[config.mk]
export PLATFORM = sky130hd
export DESIGN_NAME = dsbr_realigner
export DESIGN_NICKNAME = d
export VERILOG_FILES = /design/src/pkg/dsbr_pkg.sv /design/src/rtl/dsbr_realigner.sv /design/src/rtl/dsbr_sync_mem.sv
export SDC_FILE = /design/constraint.sdc
export NUM_CORES = 1
export LEC_CHECK = 0
export BUFFER_PORTS_ARGS = -buffer_cell sky130_fd_sc_hd__buf_4
export CELL_PAD_IN_SITES_DETAIL_PLACEMENT = 1
export CELL_PAD_IN_SITES_GLOBAL_PLACEMENT = 1
export CORE_ASPECT_RATIO = 0.75
export CORE_MARGIN = 2
export CORE_UTILIZATION = 45
export CTS_BUF_LIST = sky130_fd_sc_hd__clkbuf_8
export CTS_CLUSTER_DIAMETER = 120
export DETAILED_ROUTE_END_ITERATION = 8
export HOLD_SLACK_MARGIN = 0.03
export PLACE_DENSITY_LB_ADDON = 0.1
export SYNTH_ARGS = -nofsm -noshare
export SYNTH_HDL_FRONTEND = slang
export SYNTH_HIERARCHICAL = 1
export SYNTH_SLANG_ARGS = --single-unit
export TNS_END_PERCENT = 20
[constraint.sdc]
create_clock -name clock -period 2.2 [get_ports clock]
set_input_delay 0.33 -clock clock [delete_from_list [all_inputs] [get_ports clock]]
set_output_delay 0.33 -clock clock [all_outputs]
set_load 0.005 [all_outputs]
[src/pkg/dsbr_pkg.sv]
// Constants, types and carriers of the phase-aligning, bit-slip receive channel.
// Contract
// - Phase selector tracks clock-to-data phase continuously.
// - Per-channel synchronizer FIFO, four deep, word wide.
// - FIFO written on parallel, read on global.
// - FIFO runs free, no flags, no enables.
// - Realignment on parallel words, per channel.
// - Each slip rising edge shifts one bit.
// - Realigner always in path, else latency only.
// - Deserialization factor selectable as 8 or 10.
// - Counter wraps to 0, word from later register.
// - Eight equally spaced phases, one-eighth UI.
package dsbr_pkg;

  localparam int unsigned DSBR_CLK_MHZ = 100;
  localparam int unsigned DSBR_LINK_PERIOD_NS = 80;
  localparam int unsigned DSBR_PHASES = (DSBR_LINK_PERIOD_NS * DSBR_CLK_MHZ) / 1000;
  localparam int unsigned DSBR_PH_W = 3;
  localparam logic [DSBR_PH_W-1:0] DSBR_PH_HALF = 3'h4;
  localparam logic [DSBR_PH_W-1:0] DSBR_PH_LAST = DSBR_PH_W'(DSBR_PHASES - 1);
  localparam int unsigned DSBR_WMAX = 10;
  localparam logic [3:0] DSBR_J8 = 4'h8;
  localparam logic [3:0] DSBR_J10 = 4'ha;
  localparam int unsigned DSBR_FIFO_DEPTH = 4;
  localparam int unsigned DSBR_PTR_W = 2;
  localparam logic [DSBR_PTR_W-1:0] DSBR_WR_PTR_RST = 2'h2;
  localparam logic [DSBR_PTR_W-1:0] DSBR_RD_PTR_RST = 2'h0;
  localparam logic [3:0] DSBR_RD_BIT = 4'h4;
  localparam logic [4:0] DSBR_LOCK_EDGES = 5'h10;

  typedef logic [DSBR_WMAX-1:0] dsbr_word_t;

  typedef struct packed {
    dsbr_word_t data;
    logic valid;
  } dsbr_word_s;

  typedef enum logic [1:0] {
    DSBR_HUNT = 2'b01,
    DSBR_TRACK = 2'b10
  } dsbr_lock_e;

endpackage : dsbr_pkg

[src/rtl/dsbr_realigner.sv]
// Receive channel: phase aligner, deserializer, free-running synchronizer and bit-slip realigner.
`timescale 1ns/100ps
module dsbr_realigner
  import dsbr_pkg::*;
(
  input wire logic clock, // System clock, 100 MHz.
  input wire logic nrst, // Asynchronous reset, active low.
  input wire logic link_clk_in, // Link bit clock pin.
  input wire logic ser_data_in, // Serial data pin.
  input wire logic width_10_in, // Deserialization factor select, high for 10.
  input wire logic slip_req_in, // Slip request from pin or fabric.
  output dsbr_word_s word_out, // Realigned parallel word.
  output logic par_stb, // Parallel-clock enable pulse.
  output logic gbl_stb, // Global read clock enable pulse.
  output logic locked // Phase aligner has settled.
);

  logic [1:0] clk_sync_q;
  logic [1:0] dat_sync_q;
  logic [1:0] slip_sync_q;
  logic [1:0] wid_sync_q;
  logic clk_prev_q;
  logic dat_prev_q;

  // Every input pin except clock and nrst passes two flops before use.
  always_ff @(posedge clock or negedge nrst) begin
    if (!nrst) begin
      clk_sync_q <= '0;
      dat_sync_q <= '0;
      slip_sync_q <= '0;
      wid_sync_q <= '0;
    end else begin
      clk_sync_q <= {clk_sync_q[0], link_clk_in};
      dat_sync_q <= {dat_sync_q[0], ser_data_in};
      slip_sync_q <= {slip_sync_q[0], slip_req_in};
      wid_sync_q <= {wid_sync_q[0], width_10_in};
    end
  end

  logic clk_s;
  logic dat_s;
  logic [3:0] jw;
  assign clk_s = clk_sync_q[1];
  assign dat_s = dat_sync_q[1];
  assign jw = wid_sync_q[1] ? DSBR_J10 : DSBR_J8;

  function automatic logic at_top(input logic [3:0] cnt, input logic [3:0] j);
    at_top = (cnt >= j - 4'h1);
  endfunction : at_top

  always_ff @(posedge clock or negedge nrst) begin
    if (!nrst) begin
      clk_prev_q <= 1'b0;
      dat_prev_q <= 1'b0;
    end else begin
      clk_prev_q <= clk_s;
      dat_prev_q <= dat_s;
    end
  end

  logic clk_rise;
  logic dat_edge;
  assign clk_rise = clk_s & ~clk_prev_q;
  assign dat_edge = dat_s ^ dat_prev_q;

  // Phase counter splits each bit period into eight equally spaced samples.
  logic [DSBR_PH_W-1:0] ph_q;
  always_ff @(posedge clock or negedge nrst) begin
    if (!nrst) begin
      ph_q <= '0;
    end else if (clk_rise) begin
      ph_q <= '0;
    end else if (ph_q != DSBR_PH_LAST) begin
      ph_q <= ph_q + 1'b1;
    end
  end

  // Data transitions are tracked without end; the sample point sits half a bit away.
  logic [DSBR_PH_W-1:0] edge_ph_q;
  logic [DSBR_PH_W-1:0] samp_ph;
  logic [4:0] agree_q;
  dsbr_lock_e lock_q;
  assign samp_ph = edge_ph_q + DSBR_PH_HALF;

  always_ff @(posedge clock or negedge nrst) begin
    if (!nrst) begin
      edge_ph_q <= '0;
    end else if (dat_edge) begin
      edge_ph_q <= ph_q;
    end
  end

  always_ff @(posedge clock or negedge nrst) begin
    if (!nrst) begin
      agree_q <= '0;
      lock_q <= DSBR_HUNT;
    end else if (dat_edge) begin
      case (lock_q)
        DSBR_HUNT: begin
          if (ph_q != edge_ph_q) begin
            agree_q <= '0;
          end else if (agree_q == DSBR_LOCK_EDGES - 5'h1) begin
            lock_q <= DSBR_TRACK;
          end else begin
            agree_q <= agree_q + 5'h1;
          end
        end
        DSBR_TRACK: begin
          agree_q <= '0;
        end
        default: begin
          lock_q <= DSBR_HUNT;
        end
      endcase
    end
  end
  assign locked = (lock_q == DSBR_TRACK);

  // Deserializer: first received bit lands in the top bit of the word.
  logic bit_stb;
  logic [3:0] bit_cnt_q;
  dsbr_word_t shift_q;
  dsbr_word_t par_word_q;
  logic par_stb_q;
  assign bit_stb = (ph_q == samp_ph);

  always_ff @(posedge clock or negedge nrst) begin
    if (!nrst) begin
      bit_cnt_q <= '0;
      shift_q <= '0;
      par_word_q <= '0;
      par_stb_q <= 1'b0;
    end else begin
      par_stb_q <= 1'b0;
      if (bit_stb) begin
        shift_q <= {shift_q[DSBR_WMAX-2:0], dat_s};
        if (at_top(bit_cnt_q, jw)) begin
          bit_cnt_q <= '0;
          par_word_q <= {shift_q[DSBR_WMAX-2:0], dat_s} & ((10'h001 << jw) - 10'h001);
          par_stb_q <= 1'b1;
        end else begin
          bit_cnt_q <= bit_cnt_q + 4'h1;
        end
      end
    end
  end
  assign par_stb = par_stb_q;

  // Global read strobe has the same rate as the parallel strobe, offset in phase.
  logic rd_stb;
  logic rd_stb_q;
  assign rd_stb = bit_stb && (bit_cnt_q == DSBR_RD_BIT);

  always_ff @(posedge clock or negedge nrst) begin
    if (!nrst) begin
      rd_stb_q <= 1'b0;
    end else begin
      rd_stb_q <= rd_stb;
    end
  end
  assign gbl_stb = rd_stb_q;

  // Free-running pointers: no flags, no enables beyond the two clocks.
  logic [DSBR_PTR_W-1:0] wr_ptr_q;
  logic [DSBR_PTR_W-1:0] rd_ptr_q;
  dsbr_word_t sync_word;

  always_ff @(posedge clock or negedge nrst) begin
    if (!nrst) begin
      wr_ptr_q <= DSBR_WR_PTR_RST;
    end else if (par_stb_q) begin
      wr_ptr_q <= wr_ptr_q + 2'h1;
    end
  end

  always_ff @(posedge clock or negedge nrst) begin
    if (!nrst) begin
      rd_ptr_q <= DSBR_RD_PTR_RST;
    end else if (rd_stb) begin
      rd_ptr_q <= rd_ptr_q + 2'h1;
    end
  end

  dsbr_sync_mem u_sync_mem (
    .clock(clock),
    .nrst(nrst),
    .wr_en(par_stb_q),
    .wr_addr(wr_ptr_q),
    .wr_data(par_word_q),
    .rd_en(rd_stb),
    .rd_addr(rd_ptr_q),
    .rd_data(sync_word)
  );

  // Selects J bits of the two slip registers, offset by the slip count.
  function automatic dsbr_word_t slip_sel(input dsbr_word_t older, input dsbr_word_t newer,
                                          input logic [3:0] j, input logic [3:0] cnt);
    logic [2*DSBR_WMAX-1:0] both;
    dsbr_word_t mask;
    both = ({10'h000, older} << j) | {10'h000, newer};
    mask = (10'h001 << j) - 10'h001;
    slip_sel = DSBR_WMAX'(both >> cnt) & mask;
  endfunction : slip_sel

  // Realigner: always in the path, per channel, slip edge sampled on the global strobe.
  dsbr_word_t slip2_q;
  dsbr_word_t slip3_q;
  logic slip_prev_q;
  logic [3:0] slip_cnt_q;
  logic slip_rise;
  assign slip_rise = rd_stb_q && slip_sync_q[1] && !slip_prev_q;

  always_ff @(posedge clock or negedge nrst) begin
    if (!nrst) begin
      slip_prev_q <= 1'b0;
    end else if (rd_stb_q) begin
      slip_prev_q <= slip_sync_q[1];
    end
  end

  always_ff @(posedge clock or negedge nrst) begin
    if (!nrst) begin
      slip2_q <= '0;
      slip3_q <= '0;
    end else if (rd_stb_q) begin
      slip2_q <= slip3_q;
      slip3_q <= sync_word;
    end
  end

  always_ff @(posedge clock or negedge nrst) begin
    if (!nrst) begin
      slip_cnt_q <= '0;
    end else if (slip_rise) begin
      if (at_top(slip_cnt_q, jw)) begin
        slip_cnt_q <= '0;
      end else begin
        slip_cnt_q <= slip_cnt_q + 4'h1;
      end
    end
  end

  // Output register adds latency only while the slip count is zero.
  always_ff @(posedge clock or negedge nrst) begin
    if (!nrst) begin
      word_out <= '0;
    end else begin
      word_out.valid <= 1'b0;
      if (rd_stb_q) begin
        word_out.data <= slip_sel(slip2_q, slip3_q, jw, slip_cnt_q);
        word_out.valid <= !(slip_rise && at_top(slip_cnt_q, jw));
      end
    end
  end

endmodule : dsbr_realigner

[src/rtl/dsbr_sync_mem.sv]
// Four-entry word store of the phase synchronizer with registered read data.
`timescale 1ns/100ps
module dsbr_sync_mem
  import dsbr_pkg::*;
(
  input wire logic clock, // System clock.
  input wire logic nrst, // Asynchronous reset, active low.
  input wire logic wr_en, // Parallel-rate write strobe.
  input wire logic [DSBR_PTR_W-1:0] wr_addr, // Write entry.
  input wire dsbr_word_t wr_data, // Word written.
  input wire logic rd_en, // Global-rate read strobe.
  input wire logic [DSBR_PTR_W-1:0] rd_addr, // Read entry.
  output dsbr_word_t rd_data // Registered read word.
);

  dsbr_word_t mem_q [DSBR_FIFO_DEPTH];

  always_ff @(posedge clock or negedge nrst) begin
    if (!nrst) begin
      for (int i = 0; i < DSBR_FIFO_DEPTH; i++) begin
        mem_q[i] <= '0;
      end
    end else if (wr_en) begin
      mem_q[wr_addr] <= wr_data;
    end
  end

  always_ff @(posedge clock or negedge nrst) begin
    if (!nrst) begin
      rd_data <= '0;
    end else if (rd_en) begin
      rd_data <= mem_q[rd_addr];
    end
  end

endmodule : dsbr_sync_mem

-- Word-level counts from Yosys, hierarchy flattened
Index checks and enable logic that the tools add are counted.
- equal/unequal tests: 10
- bitwise operators: 9
- multiplexer cells: 20
- reduce and logical (&&, ||, !) cells: 12
- add/subtract/negate cells: 9
- shift-type cells: 3
- order comparisons: 5
- operators by type and width (cell ; number):
    $bwmux 40 ; 1
    $mux 10 ; 3
    $and 10x10->10 ; 2
    $bmux 10 s2 ; 1
    $demux 10 s2 ; 1
    $or 20x10->20 ; 1
    $shl 10x4->20 ; 1
    $shr 20x4->10 ; 1
    $mux 5 ; 2
    $pmux 5 s2 ; 1
    $shl 1x4->10 const A ; 1
    $sub 10x1->10 const B ; 1
    $add 4x1->4 const B ; 2
    $ge 4x4->1 ; 2
    $mux 4 ; 2
    $ge 3x3->1 const B ; 2
    $mux 2 ; 3
    $mux 3 ; 2
    $ne 3x3->1 const B ; 2
    $not 2->3 ; 2
    $add 5x1->5 const B ; 1
    $eq 5x4->1 const B ; 1
    $logic_and 1x1->1 ; 5
    $add 2x1->2 const B ; 2
    20 further kinds ; 26
- output and inout port bits: 14
- logic and storage cells: 96
- bits of input ports: 6
- bits in registers: 138

-- Logic depth before layout (Yosys ltp)
Gate-level depths: netlist of run 1.
- depth after elaboration: 6
- gate-level depth with buffers: 8
- depth with buffers taken out: 7

-- Modules after synthesis
The synthesis of run 1 kept the hierarchy.
- by module, submodules not included (module ; cells an instance ; seq. area each (um^2) ; area an instance (um^2) ; times used):
    dsbr_realigner ; 449 ; 2204.6 ; 4798.4 ; 1
    dsbr_sync_mem ; 143 ; 1251.2 ; 2230.9 ; 1

-- Worst setup path before layout of run 1
No wires, ideal clock.
- path type: register -> register
- start point: register ph_q[0]
- end point: register u_sync_mem.rd_data[0]
- data required time: 2110 ps
- period minus slack after synthesis: 1998 ps
- stages on the path, launching flop included: 6
- library setup time: 90 ps
- data arrival time: 1908 ps
- slack: 202 ps
- path buffers: 0
- cell sequence: dfrtp_1 -> xnor2_1 -> nand3b_2 -> nor3_1 -> nand2_1 -> o221ai_1
- longest elaborated chain between the ends: 2
- RTL lines (what ; line ; RTL):
    start, declared ; dsbr_realigner.sv:67 ; logic [DSBR_PH_W-1:0] ph_q;
    start signal, assigned ; dsbr_realigner.sv:74 ; ph_q <= ph_q + 1'b1;
    $eq 3x3->1 ; dsbr_realigner.sv:125 ; assign bit_stb = (ph_q == samp_ph);
    $logic_and 1x1->1 ; dsbr_realigner.sv:152 ; assign rd_stb = bit_stb && (bit_cnt_q == DSBR_RD_BIT);
    via rd_stb ; dsbr_realigner.sv:150 ; logic rd_stb;
    end signal, assigned ; dsbr_sync_mem.sv:32 ; rd_data <= mem_q[rd_addr];
    end, declared ; dsbr_sync_mem.sv:13 ; output dsbr_word_t rd_data
The timed path passes the listed nets, and every way through them passes these cells.
A chain may end at the register's enable or synchronous reset.

-- Worst setup path after layout of run 1
- start point: register slip_cnt_q[1]
- end point: register word_out[5] (netlist name)
- longest elaborated chain between the ends: 2
- RTL lines (what ; line ; RTL):
    start, declared ; dsbr_realigner.sv:209 ; logic [3:0] slip_cnt_q;
    start signal, assigned ; dsbr_realigner.sv:238 ; slip_cnt_q <= slip_cnt_q + 4'h1;
    $shr 20x4->10 ; dsbr_realigner.sv:202 ; slip_sel = DSBR_WMAX'(both >> cnt) & mask;
    $and 10x10->10 ; dsbr_realigner.sv:202 ;
    end, declared ; dsbr_realigner.sv:12 ; output dsbr_word_s word_out,
No other way between the ends.

==> results of run 1 <==
worst reg2reg max path: stages (launching register included):
cell and delay (ns):
dfrtp_2 0.52, buf_4 0.21, nor2b_1 0.17, a32oi_1 0.21, o31ai_1 0.10, a2111oi_1 0.50
buf_4 0.19, o32a_1 0.14
registers in the layout, indices dropped and copies added (netlist names), 5 cells and up:
name                flops
u_sync_mem/mem_q       40
word_out               11
par_word_q             10
slip2_q                10
slip3_q                10
u_sync_mem/rd_data     10
shift_q                 9
agree_q                 5
metrics by stage:
stage | hold WS, ns | setup WS, ns | area (um^2)
6_report | 0.359 | 0.113 | 8200
3_5_place_dp | 0.324 | -0.0364 | 7690
4_1_cts | 0.365 | 0.0158 | 8190
5_1_grt | 0.369 | 0.00398 | 8200
3_3_place_gp | 0.315 | -0.000818 | 7690
2_1_floorplan | 0.0344 | 0.202 | 7030
kinds of logic (layout without fill, tap and decap cells):
logic type      Yosys count  in the layout  synth area share, %
compound gates          102            102                 10.4
xor+xnor                  9              9                 1.12
fa+ha+maj                13             13                 2.31
buf+inv                  47            123                 3.56
flops                   138            138                 49.2
mux                     129            129                 22.7
simple gates            154            154                 10.7
cells in the mapped netlist (2+ instances only):
library cell  number  area share [%]
mux4_2            10             3.2
buf_2              8            0.57
xor2_1             4            0.50
o2111ai_1          3            0.37
xnor2_1            5            0.62
dfstp_2            2            0.75
o221ai_1          10             1.2
a21o_1             7            0.75
clkbuf_1           7            0.37
nand2_1           62             3.3
a2111oi_0          3            0.37
a31o_2             3            0.37
nand3_1           18             1.3
a31oi_1            8            0.71
mux2_4            21             4.5
mux2_2            59             9.5
a32oi_1            2            0.25
o31ai_1            5            0.53
a211oi_1           4            0.43
nand2b_1          16             1.4
inv_1             14            0.75
nor2_1            22             1.2
dfrtp_1          136              48
o2bb2ai_1          2            0.25
nand4_1            3            0.27
and2_1             2            0.18
ha_1              13             2.3
nor2b_1            9            0.80
clkinv_1           2            0.11
buf_6              6            0.96
nand3b_1           2            0.21
and3_1             2            0.18
o21ai_0           18             1.3
buf_4              5            0.53
a21oi_1           15             1.1
buf_1              5            0.27
nor3_1             6            0.43
mux2i_1           38             5.4
a22o_1             2            0.25
o41ai_1            2            0.25
a41oi_1            2            0.25
a311oi_1           2            0.25
power breakdown:
| group | total, mW | switching [mW] | internal [mW] | leakage [nW] |
|---|---|---|---|---|
| Combinational | 1.68 | 0.862 | 0.821 | 1.72 |
| Sequential | 3.28 | 0.380 | 2.90 | 1.87 |
| Clock | 2.36 | 1.05 | 1.31 | 0.223 |
path summary, 6_finish.rpt:
kind,depth (start not counted),slack [ns],endpoint
max,7,0.11,word_out[5]$_DFFE_PN0P_
min,0,0.36,slip_sync_q[1]$_DFF_PN0_
max reg2reg,7,0.11,word_out[5]$_DFFE_PN0P_
min reg2reg,0,0.36,slip_sync_q[1]$_DFF_PN0_
max in group asynchronous,3,1.15,lock_q[0]$_DFFE_PN1P_
min in group asynchronous,2,0.40,word_out[6]$_DFFE_PN0P_
cell type report:
| class | count | share of cell area, % |
|---|---|---|
| clock buffers | 19 | 3.19 |
| flip-flops and latches | 138 | 42.1 |
| repair buffers | 75 | 7.82 |
| well taps | 205 | 3.13 |
| clock inverters | 13 | 2.30 |
| inverters | 16 | 0.732 |
| multi-input cells | 407 | 40.7 |
metal layers:
metal / up-vias / wire (um)
li1: 2301 / -
met1: 2612 / 8760
met2: 103 / 8070
met3: 13 / 769
met4: 0 / 154
met5: - / 0
what timing repair did:
item / 4_1_cts / 5_1_grt
endpoints found under the hold margin: 53 / 0
pin swaps: 0 / 0
endpoints found under the setup margin: 1 / 15
hold buffers: 5 / 0
resized for setup: 1 / 4
==> results by group, run 1 <==
Worst setup path
  – CP delay by family, top: compound AO/OA/AOI/OAI gates
  – CP startpoint: slip_cnt_q[1]$_DFFE_PN0N_
  – Worst Setup End Kind: flop
  – CP arrival: 2.48 ns
  – Worst r2r src: slip_cnt_q[1]$_DFFE_PN0N_
  – Crit path buffers/inverters: 2
  – Crit path max-delay cell type: dfrtp_2
  – CP Max Fanout: 12
  – Most frequent CP cell: buf_4
  – Crit Path Category: reg -> reg
  – CP Launch Type: flop
  – Worst EP required: 2.59 ns
  – CP cell instances: buf_4 -> nor2b_1 -> a32oi_1 -> o31ai_1 -> a2111oi_1 -> buf_4 -> o32a_1
  – CP max stage delay: 0.52 ns

Final layout
  – Final nets: 674
  – Diodes inserted: 0
  – Final Util: 53.7%
  – Multi-input gate area: 0.00334 mm^2
  – FF+latch area: 0.00346 mm^2
  – Number of fill cells: 1596
  – Layout cells sized above 1: 31.4%
  – Fin cells: 873
  – Area Growth Syn to Fin: 16.7%
  – Commonest non-fill, non-tap cell in the layout: dfrtp_1
  – Commonest non-fill, non-tap cells in the layout: dfrtp_1 (135), buf_4 (64), nand2_1 (61)

CTS
  – Total setup buffers inserted after CTS: 0
  – Clock-pin transition on the worst setup and hold timing paths: 0.08 ns
  – Sink Count: 138
  – H-tree levels: 4
  – TritonCTS clock tree: built
  – Root buffer cell: clkbuf_8
  – Worst-skew pair later-pin latency: 0.45 ns
  – Clock buffer depth: 2
  – Clock buffer count from CTS: 17

Detailed routing
  – Via count: 5029
  – Final WL: 17800 um
  – DRC: 0
  – Routed Antenna Nets: 0
  – Vias/cell: 5.76
  – Initial DRC Count: 380
  – DR pass1 iterations: 5
  – Drt wl/cell: 20.3 um

Floorplan
  – Die height: 112 um
  – Starting Density: 46.0%
  – Die W: 148 um
  – FP Rows: 39
  – Core Area: 0.0153 mm^2
  – Boundary pin count: 20
  – Die area: 0.0166 mm^2

Timing
  – Fin crit period: 2.09 ns
  – TNS Setup: 0 ns
  – Worst-Margin Slew: 0.547 ns
  – Clk_skew: 0.0106 ns
  – Post-route clock period utilization: 94.8%
  – Count of final setup violators: 0
  – Rel. slew slack: 63.1%
  – RSZ-0062 raised after global routing: false
  – Hold Vio Cnt, Final: 0
  – Pins Over Slew Limit: 0
  – F_max: 0.479 GHz

Synth
  – Cell Area, Synth: 0.00703 mm^2
  – EDFF count, synth: 0
  – Post-synth net total: 611
  – Ys flop type: dfrtp_1
  – YS warnings: 6
  – Cells after synthesis: 592
  – Register area share after synthesis: 49.2%
  – Mean post-synth cell area: 11.9 um^2
  – Async S/R FF share, synth: 100%
  – Post-synthesis cell type count: 69
  – Flops & latches, synth: 138

Pwr
  – Pwr Total: 7.32 mW
  – Leak Pwr: 3.81 nW
  – Pwr per Cell Area: 893 mW/mm^2
  – VDD IR-drop max: 471 uV

Global routing
  – Total track usage: 23.0%
  – Met2 Use GR: 35.0%
  – Met1 GRT Util: 33.8%
  – Initial antenna violation count: 0
  – First-pass GRT wire length: 29700 um
  – Grt ovf: 0
  – Layer with the highest usage: met2
  – Grt met3 use: 4.92%
  – Vias in the first global route: 5400
  – Largest net degree at the start of global routing: 54

Worst hold path
  – Hold Crit Start: slip_sync_q[0]$_DFF_PN0_
  – Path type of the worst min-delay path: reg -> reg

Place
  – GPL Wtd Cong: 0.925
  – Port buffer count: 19
  – HPWL after DPL: 12600 um
  – Placed insts: 836

Status
  – Status: finished, final reports clean

Flow run
  – Total of max-cap violations: 0
No activity file was read; power rests on OpenSTA's default activity.
==> run 2, diff against run 1 <==
--- a/config.mk
+++ b/config.mk
@@ -5,6 +5,7 @@
 export SDC_FILE = /design/constraint.sdc
 export NUM_CORES = 1
 export LEC_CHECK = 0
+export ABC_AREA = 1
 export BUFFER_PORTS_ARGS = -buffer_cell sky130_fd_sc_hd__buf_4
 export CELL_PAD_IN_SITES_DETAIL_PLACEMENT = 1
 export CELL_PAD_IN_SITES_GLOBAL_PLACEMENT = 1
@@ -20,4 +21,4 @@
 export SYNTH_HDL_FRONTEND = slang
 export SYNTH_HIERARCHICAL = 1
 export SYNTH_SLANG_ARGS = --single-unit
-export TNS_END_PERCENT = 20
+export TNS_END_PERCENT = 10
==> results by group, run 2 <==
Timing
  – Fin crit period: 1.89 ns (was 2.09 ns)
  – Clk_skew: 0.0103 ns (was 0.0106 ns)
  – TNS Setup: 0 ns (unchanged)
  – Count of final setup violators: 0 (unchanged)
  – Hold Vio Cnt, Final: 0 (unchanged)
  – Worst-Margin Slew: 0.652 ns (was 0.547 ns)
  – Pins Over Slew Limit: 0 (unchanged)
  – Final WS setup: 0.310 ns (was 0.113 ns)
  – RSZ-0062 raised after global routing: false (unchanged)
  – Post-route clock period utilization: 85.9% (was 94.8%)
  – F_max: 0.529 GHz (was 0.479 GHz)
  – Rel. slew slack: 56.5% (was 63.1%)

Place
  – Dpl ws: 0.330 ns (was -0.0364 ns)
  – Port buffer count: 19 (unchanged)
  – HPWL after DPL: 12400 um (was 12600 um)
  – GPL Wtd Cong: 0.799 (was 0.925)

CTS
  – Root buffer cell: clkbuf_8 (unchanged)
  – H-tree levels: 4 (unchanged)
  – Worst-skew pair later-pin latency: 0.45 ns (about the same)
  – Clock buffer count from CTS: 17 (unchanged)
  – Clock-pin transition on the worst setup and hold timing paths: 0.08 ns (about the same)
  – Clock buffer depth: 2 (unchanged)
  – Sink Count: 138 (unchanged)
  – Gates resized, CTS repair: 0 (was 1)
  – TritonCTS clock tree: built (unchanged)

Worst setup path
  – Worst EP required: 2.53 ns (was 2.59 ns)
  – Worst Setup End Kind: flop (unchanged)
  – R2R depth: 8 (was 7)
  – R2R Path End: u_sync_mem/rd_data[6]$_DFFE_PN0P_ (was word_out[5]$_DFFE_PN0P_)
  – CP Launch Type: flop (unchanged)
  – Crit Path Category: reg -> reg (unchanged)
  – Worst r2r src: ph_q[0]$_DFFE_PN0P_ (was slip_cnt_q[1]$_DFFE_PN0N_)
  – CP Max Fanout: 10 (was 12)
  – CP arrival: 2.22 ns (was 2.48 ns)
  – Flop-to-flop setup slack: 0.31 ns (was 0.11 ns)

Floorplan
  – Starting Density: 46.2% (was 46.0%)
  – FP Rows: 38 (was 39)
  – Boundary pin count: 20 (unchanged)
  – Die area: 0.0159 mm^2 (was 0.0166 mm^2)
  – Die W: 145 um (was 148 um)
  – Die height: 110 um (was 112 um)
  – Core Area: 0.0145 mm^2 (was 0.0153 mm^2)

Global routing
  – Total track usage: 23.8% (was 23.0%)
  – First-pass GRT wire length: 29600 um (was 29700 um)
  – Vias in the first global route: 5905 (was 5400)
  – Largest net degree at the start of global routing: 51 (was 54)
  – Grt ovf: 0 (unchanged)
  – Initial antenna violation count: 0 (unchanged)

Final layout
  – Max FFs per register: 40 (unchanged)
  – Largest reg by FF count: u_sync_mem/mem_q (unchanged)
  – Largest registers: u_sync_mem/mem_q x40, word_out x11 (unchanged)
  – Diodes inserted: 0 (unchanged)
  – Area Growth Syn to Fin: 12.9% (was 16.7%)
  – Final nets: 891 (was 674)
  – Commonest non-fill, non-tap cells in the layout: nand2_1 (284), dfrtp_1 (136), nand3_1 (111) (was dfrtp_1 (135), buf_4 (64), nand2_1 (61))
  – Commonest non-fill, non-tap cell in the layout: nand2_1 (was dfrtp_1)
  – Layout cells sized above 1: 10.3% (was 31.4%)

Synth
  – Post-synth top area cell: dfrtp_1 (unchanged)
  – Cell Area, Synth: 0.00672 mm^2 (was 0.00703 mm^2)
  – Post-synth net total: 864 (was 611)
  – YS warnings: 6 (unchanged)
  – Post-synthesis cell type count: 35 (was 69)
  – Most frequent cell after synthesis: nand2_1 (was dfrtp_1)
  – Ys flop type: dfrtp_1 (unchanged)
  – Mean post-synth cell area: 7.95 um^2 (was 11.9 um^2)
  – EDFF count, synth: 0 (unchanged)
  – Post-synth top area share: 50.6% (was 48.4%)
  – Synth cell count leaders: nand2_1 (284), dfrtp_1 (136), nand3_1 (111) (was dfrtp_1 (136), nand2_1 (62), mux2_2 (59))
  – Async S/R FF share, synth: 100% (unchanged)
  – Cells after synthesis: 845 (was 592)
  – Flops & latches, synth: 138 (unchanged)
  – Register area share after synthesis: 51.4% (was 49.2%)
  – Largest cells by area after synthesis: dfrtp_1 (51%), nand2_1 (16%), nand3_1 (8.3%), o21ai_0 (6.3%), inv_1 (5.4%) (was dfrtp_1 (48%), mux2_2 (9.5%), mux2i_1 (5.4%), mux2_4 (4.5%), nand2_1 (3.3%))

Pwr
  – Leak Pwr: 3.68 nW (was 3.81 nW)
  – VDD IR-drop max: 643 uV (was 471 uV)
  – Pwr per Cell Area: 983 mW/mm^2 (was 893 mW/mm^2)

Worst hold path
  – Min-Delay Endpoint: dat_sync_q[1]$_DFF_PN0_ (was slip_sync_q[1]$_DFF_PN0_)
  – Hold Crit Start: dat_sync_q[0]$_DFF_PN0_ (was slip_sync_q[0]$_DFF_PN0_)
  – Worst Hold Depth: 0 (unchanged)
  – Path type of the worst min-delay path: reg -> reg (unchanged)

Detailed routing
  – Final WL: 17300 um (was 17800 um)
  – DR pass1 iterations: 4 (was 5)
  – Drt wl/cell: 16.0 um (was 20.3 um)
  – Initial DRC Count: 365 (was 380)
  – Vias/cell: 5.11 (was 5.76)
  – Via count: 5549 (was 5029)
  – DRC: 0 (unchanged)
  – Routed Antenna Nets: 0 (unchanged)

Flow run
  – Total of max-cap violations: 0 (unchanged)

Status
  – Status: finished, final reports clean (unchanged)
-- run 2: timing repair --
action,CTS,global route
buffers inserted,0,0
endpoints found under the setup margin,0,0
hold endpoints to repair,49,0
hold buffers,5,0
-- run 2: report_power, final --
group	internal [mW]	switching (mW)	leakage (nW)	total (mW)
registers	2.90	0.288	1.87	3.19
clock network	1.19	1.03	0.214	2.22
logic	0.686	1.36	1.60	2.05
total	4.78	2.68	3.68	7.46
-- run 2: worst max-delay path by stage --
stage	from	end	slack (ns)
6_report	ph_q[0]$_DFFE_PN0P_	u_sync_mem/rd_data[6]$_DFFE_PN0P_	0.31
5_1_grt	ph_q[1]$_DFFE_PN0P_	u_sync_mem/rd_data[6]$_DFFE_PN0P_	0.15
4_1_cts	ph_q[0]$_DFFE_PN0P_	u_sync_mem/rd_data[6]$_DFFE_PN0P_	0.30
3_3_place_gp	ph_q[0]$_DFFE_PN0P_	u_sync_mem/rd_data[2]$_DFFE_PN0P_	0.47
2_1_floorplan	wid_sync_q[1]$_DFF_PN0_	par_word_q[8]$_DFFE_PN0P_	0.17
3_5_place_dp	ph_q[0]$_DFFE_PN0P_	u_sync_mem/rd_data[6]$_DFFE_PN0P_	0.33
-- run 2: cell type report --
cell class | count | area [um^2]
clock inverter | 13 | 166
clock buffer | 19 | 262
fill | 1799 | 6960
multi-input combinational | 568 | 2690
sequential | 138 | 3460
inverter | 102 | 388
tap | 200 | 250
timing repair buffer | 45 | 379
-- run 2: critical path: stages (launching register included) --
cell      delay [ns]
dfrtp_1         0.43
xnor2_1         0.19
nand2_1         0.18
nor2_8          0.12
nand4_1         0.20
inv_1           0.15
clkinv_1        0.26
nand2_1         0.16
nand2_1         0.08
-- run 2: metal layers --
layer / up-vias / share of wire [%] / global-route usage, %
met4: 0 / 1.1 / 6.09
met1: 2721 / 49 / 32.6
met5: - / 0 / 0
met2: 79 / 46 / 39.0
li1: 2733 / - / -
met3: 16 / 3.5 / 5.23
-- run 2: stage by stage --
stage               hold slack (ns)  area [um^2]  instances  total power [mW]  utilization (%)
finish                        0.358         7590       1085              7.46             52.2
global route                  0.364         7590       1085              7.98             52.2
CTS                           0.360         7590       1085              7.55             52.2
detailed placement            0.321         7110       1048              5.27             48.9
global placement              0.310         7110       1048              5.14             48.9
floorplan                    0.0344         6720        845              4.60                -
-- run 2: kinds of logic (layout without fill, tap and decap cells) --
kind of cell | count (synthesis) | count (layout) | share of synthesized area (%)
simple gates | 426 | 426 | 26.5
buf+inv | 139 | 179 | 8.58
flops | 138 | 138 | 51.4
compound gates | 119 | 119 | 9.62
fa+ha+maj | 13 | 13 | 2.42
xor+xnor | 10 | 10 | 1.41
==> run 3, diff against run 2 <==
--- a/config.mk
+++ b/config.mk
@@ -7,11 +7,12 @@
 export LEC_CHECK = 0
 export ABC_AREA = 1
 export BUFFER_PORTS_ARGS = -buffer_cell sky130_fd_sc_hd__buf_4
+export CAP_MARGIN = 20
 export CELL_PAD_IN_SITES_DETAIL_PLACEMENT = 1
 export CELL_PAD_IN_SITES_GLOBAL_PLACEMENT = 1
 export CORE_ASPECT_RATIO = 0.75
 export CORE_MARGIN = 2
-export CORE_UTILIZATION = 45
+export CORE_UTILIZATION = 49
 export CTS_BUF_LIST = sky130_fd_sc_hd__clkbuf_8
 export CTS_CLUSTER_DIAMETER = 120
 export DETAILED_ROUTE_END_ITERATION = 8
==> constraint.sdc (replaced) <==
create_clock -name clock -period 1.8 [get_ports clock]
set_input_delay 0.27 -clock clock [delete_from_list [all_inputs] [get_ports clock]]
set_output_delay 0.27 -clock clock [all_outputs]
set_load 0.005 [all_outputs]
==> results by group, run 3 (synthesis results as in run 2) <==
Worst setup path
  – CP Max Fanout: 5 (was 10)
  – CP delay by family, top: flip-flops (was simple AND/OR/NAND/NOR gates)
  – Worst Setup End Kind: flop (unchanged)
  – Crit Path Category: reg -> reg (unchanged)
  – CP startpoint: wid_sync_q[1]$_DFF_PN0_ (was ph_q[0]$_DFFE_PN0P_)
  – CP arrival: 2.12 ns (was 2.22 ns)
  – Worst EP required: 2.19 ns (was 2.53 ns)
  – Worst r2r src: wid_sync_q[1]$_DFF_PN0_ (was ph_q[0]$_DFFE_PN0P_)
  – CP max stage delay: 0.45 ns (was 0.43 ns)
  – Crit path max-delay cell type: dfrtp_2 (was dfrtp_1)
  – CP cell instances: inv_1 -> ha_4 -> a21o_1 -> a31oi_4 -> nor2_4 -> buf_4 -> nor3_1 (was xnor2_1 -> nand2_1 -> nor2_8 -> nand4_1 -> inv_1 -> clkinv_1 -> nand2_1 -> nand2_1)
  – CP Launch Type: flop (unchanged)
  – Crit path buffers/inverters: 2 (unchanged)

Detailed routing
  – DRC: 0 (unchanged)
  – Initial DRC Count: 293 (was 365)
  – DR pass1 iterations: 5 (was 4)
  – Via count: 5732 (was 5549)
  – Vias/cell: 5.36 (was 5.11)
  – Routed Antenna Nets: 0 (unchanged)
  – Drt wl/cell: 16.5 um (was 16.0 um)
  – Final WL: 17700 um (was 17300 um)

Place
  – Area post-placement: 0.00718 mm^2 (was 0.00711 mm^2)
  – Port buffer count: 19 (unchanged)
  – GPL Wtd Cong: 0.831 (was 0.799)
  – HPWL after DPL: 12600 um (was 12400 um)

Floorplan
  – Die area: 0.0147 mm^2 (was 0.0159 mm^2)
  – Starting Density: 49.6% (was 46.2%)
  – Die height: 105 um (was 110 um)
  – Core Area: 0.0136 mm^2 (was 0.0145 mm^2)
  – FP Rows: 37 (was 38)
  – Boundary pin count: 20 (unchanged)
  – Die W: 139 um (was 145 um)

CTS
  – Worst-skew pair later-pin latency: 0.48 ns (was 0.45 ns)
  – H-tree levels: 4 (unchanged)
  – Clock-pin transition on the worst setup and hold timing paths: 0.08 ns (about the same)
  – Clock buffer depth: 2 (unchanged)
  – Clock buffer count from CTS: 17 (unchanged)
  – Root buffer cell: clkbuf_8 (unchanged)
  – Sink Count: 138 (unchanged)
  – TritonCTS clock tree: built (unchanged)

Pwr
  – Leak Pwr: 3.72 nW (was 3.68 nW)
  – Pwr per Cell Area: 1200 mW/mm^2 (was 983 mW/mm^2)
  – VDD IR-drop max: 716 uV (was 643 uV)

Final layout
  – Largest reg by FF count: u_sync_mem/mem_q (unchanged)
  – Layout cells sized above 1: 11.9% (was 10.3%)
  – Fin area: 0.00766 mm^2 (was 0.00759 mm^2)
  – Commonest non-fill, non-tap cells in the layout: nand2_1 (283), dfrtp_1 (135), nand3_1 (110) (was nand2_1 (284), dfrtp_1 (136), nand3_1 (111))
  – Max FFs per register: 40 (unchanged)
  – Largest registers: u_sync_mem/mem_q x40, word_out x11 (unchanged)
  – Commonest non-fill, non-tap cell in the layout: nand2_1 (unchanged)
  – Number of fill cells: 1679 (was 1799)
  – Diodes inserted: 0 (unchanged)
  – Area Growth Syn to Fin: 13.9% (was 12.9%)
  – Final nets: 900 (was 891)

Timing
  – Post-route clock period utilization: 96.3% (was 85.9%)
  – Pins Over Slew Limit: 0 (unchanged)
  – Hold Vio Cnt, Final: 0 (unchanged)
  – Count of final setup violators: 0 (unchanged)
  – F_max: 0.577 GHz (was 0.529 GHz)
  – Worst-Margin Slew: 0.533 ns (was 0.652 ns)
  – RSZ-0062 raised after global routing: false (unchanged)
  – Rel. slew slack: 64.4% (was 56.5%)
  – TNS Setup: 0 ns (unchanged)
  – Clk_skew: 0.0107 ns (was 0.0103 ns)
  – Fin crit period: 1.73 ns (was 1.89 ns)

Global routing
  – Vias in the first global route: 6030 (was 5905)
  – First-pass GRT wire length: 30100 um (was 29600 um)
  – Largest net degree at the start of global routing: 51 (unchanged)
  – Grt ovf: 0 (unchanged)
  – Initial antenna violation count: 0 (unchanged)
  – Total track usage: 26.2% (was 23.8%)

Worst hold path
  – Path type of the worst min-delay path: in -> async (was reg -> reg)

Flow run
  – Total of max-cap violations: 0 (unchanged)

Status
  – Status: finished, final reports clean (unchanged)
==> run 3: report_power, final <==
group	internal [mW]	switching, mW	total (mW)
combinational	0.939	1.74	2.68
clock	1.27	1.32	2.59
sequential	3.55	0.354	3.90
total	5.75	3.41	9.17
==> run 3: area by class of cell <==
| class | instances | area [um^2] | area share, % |
|---|---|---|---|
| Sequential cell | 138 | 3460 | 45.1 |
| Inverter | 102 | 392 | 5.11 |
| Timing Repair Buffer | 54 | 463 | 6.04 |
| Clock inverter | 14 | 149 | 1.94 |
| Clock buffer | 18 | 248 | 3.23 |
| Tap cell | 175 | 219 | 2.86 |
| Multi-Input combinational cell | 568 | 2730 | 35.7 |
==> run 3: worst paths after layout <==
path	end	slack, ns	depth (start not counted)
worst min register to register	dat_sync_q[1]$_DFF_PN0_	0.36	0
worst min-delay path	u_sync_mem/mem_q[22]$_DFFE_PN0P_	0.32	2
worst max register to register	bit_cnt_q[3]$_DFFE_PN0N_	0.07	7
worst max-delay path	bit_cnt_q[3]$_DFFE_PN0N_	0.07	7
min in group clock	dat_sync_q[1]$_DFF_PN0_	0.36	0
max in group asynchronous	wr_ptr_q[1]$_DFFE_PN1P_	0.85	3
==> run 3: timing repair <==
| item | CTS | global route |
|---|---|---|
| setup endpoints to repair | 20 | 22 |
| hold buffers | 5 | 0 |
| cloned | 0 | 0 |
| resized for setup | 3 | 4 |
| buffers inserted | 0 | 1 |
| pin swaps | 0 | 1 |
| hold endpoints to repair | 48 | 0 |
==> run 3: per-layer routing <==
layer | global-route usage (%) | vias to the layer above | share of wire, %
li1 | - | 2748 | -
met1 | 35.7 | 2855 | 49
met2 | 41.6 | 100 | 46
met3 | 5.13 | 29 | 3.5
met4 | 10.2 | 0 | 2.1
met5 | 0 | - | 0
==> run 3: per-stage QoR <==
step                      hold WS [ns]  instances  setup WS, ns  util, %  power, mW
after floorplan                -0.0256        845        0.0131        -       5.68
after global placement           0.258       1031         0.133     52.9       6.37
after detailed placement         0.263       1031        0.0220     52.9       6.54
after CTS                        0.333       1068        0.0249     56.3       9.20
after global routing             0.361       1069       0.00626     56.5       9.73
final                            0.321       1069        0.0666     56.5       9.17
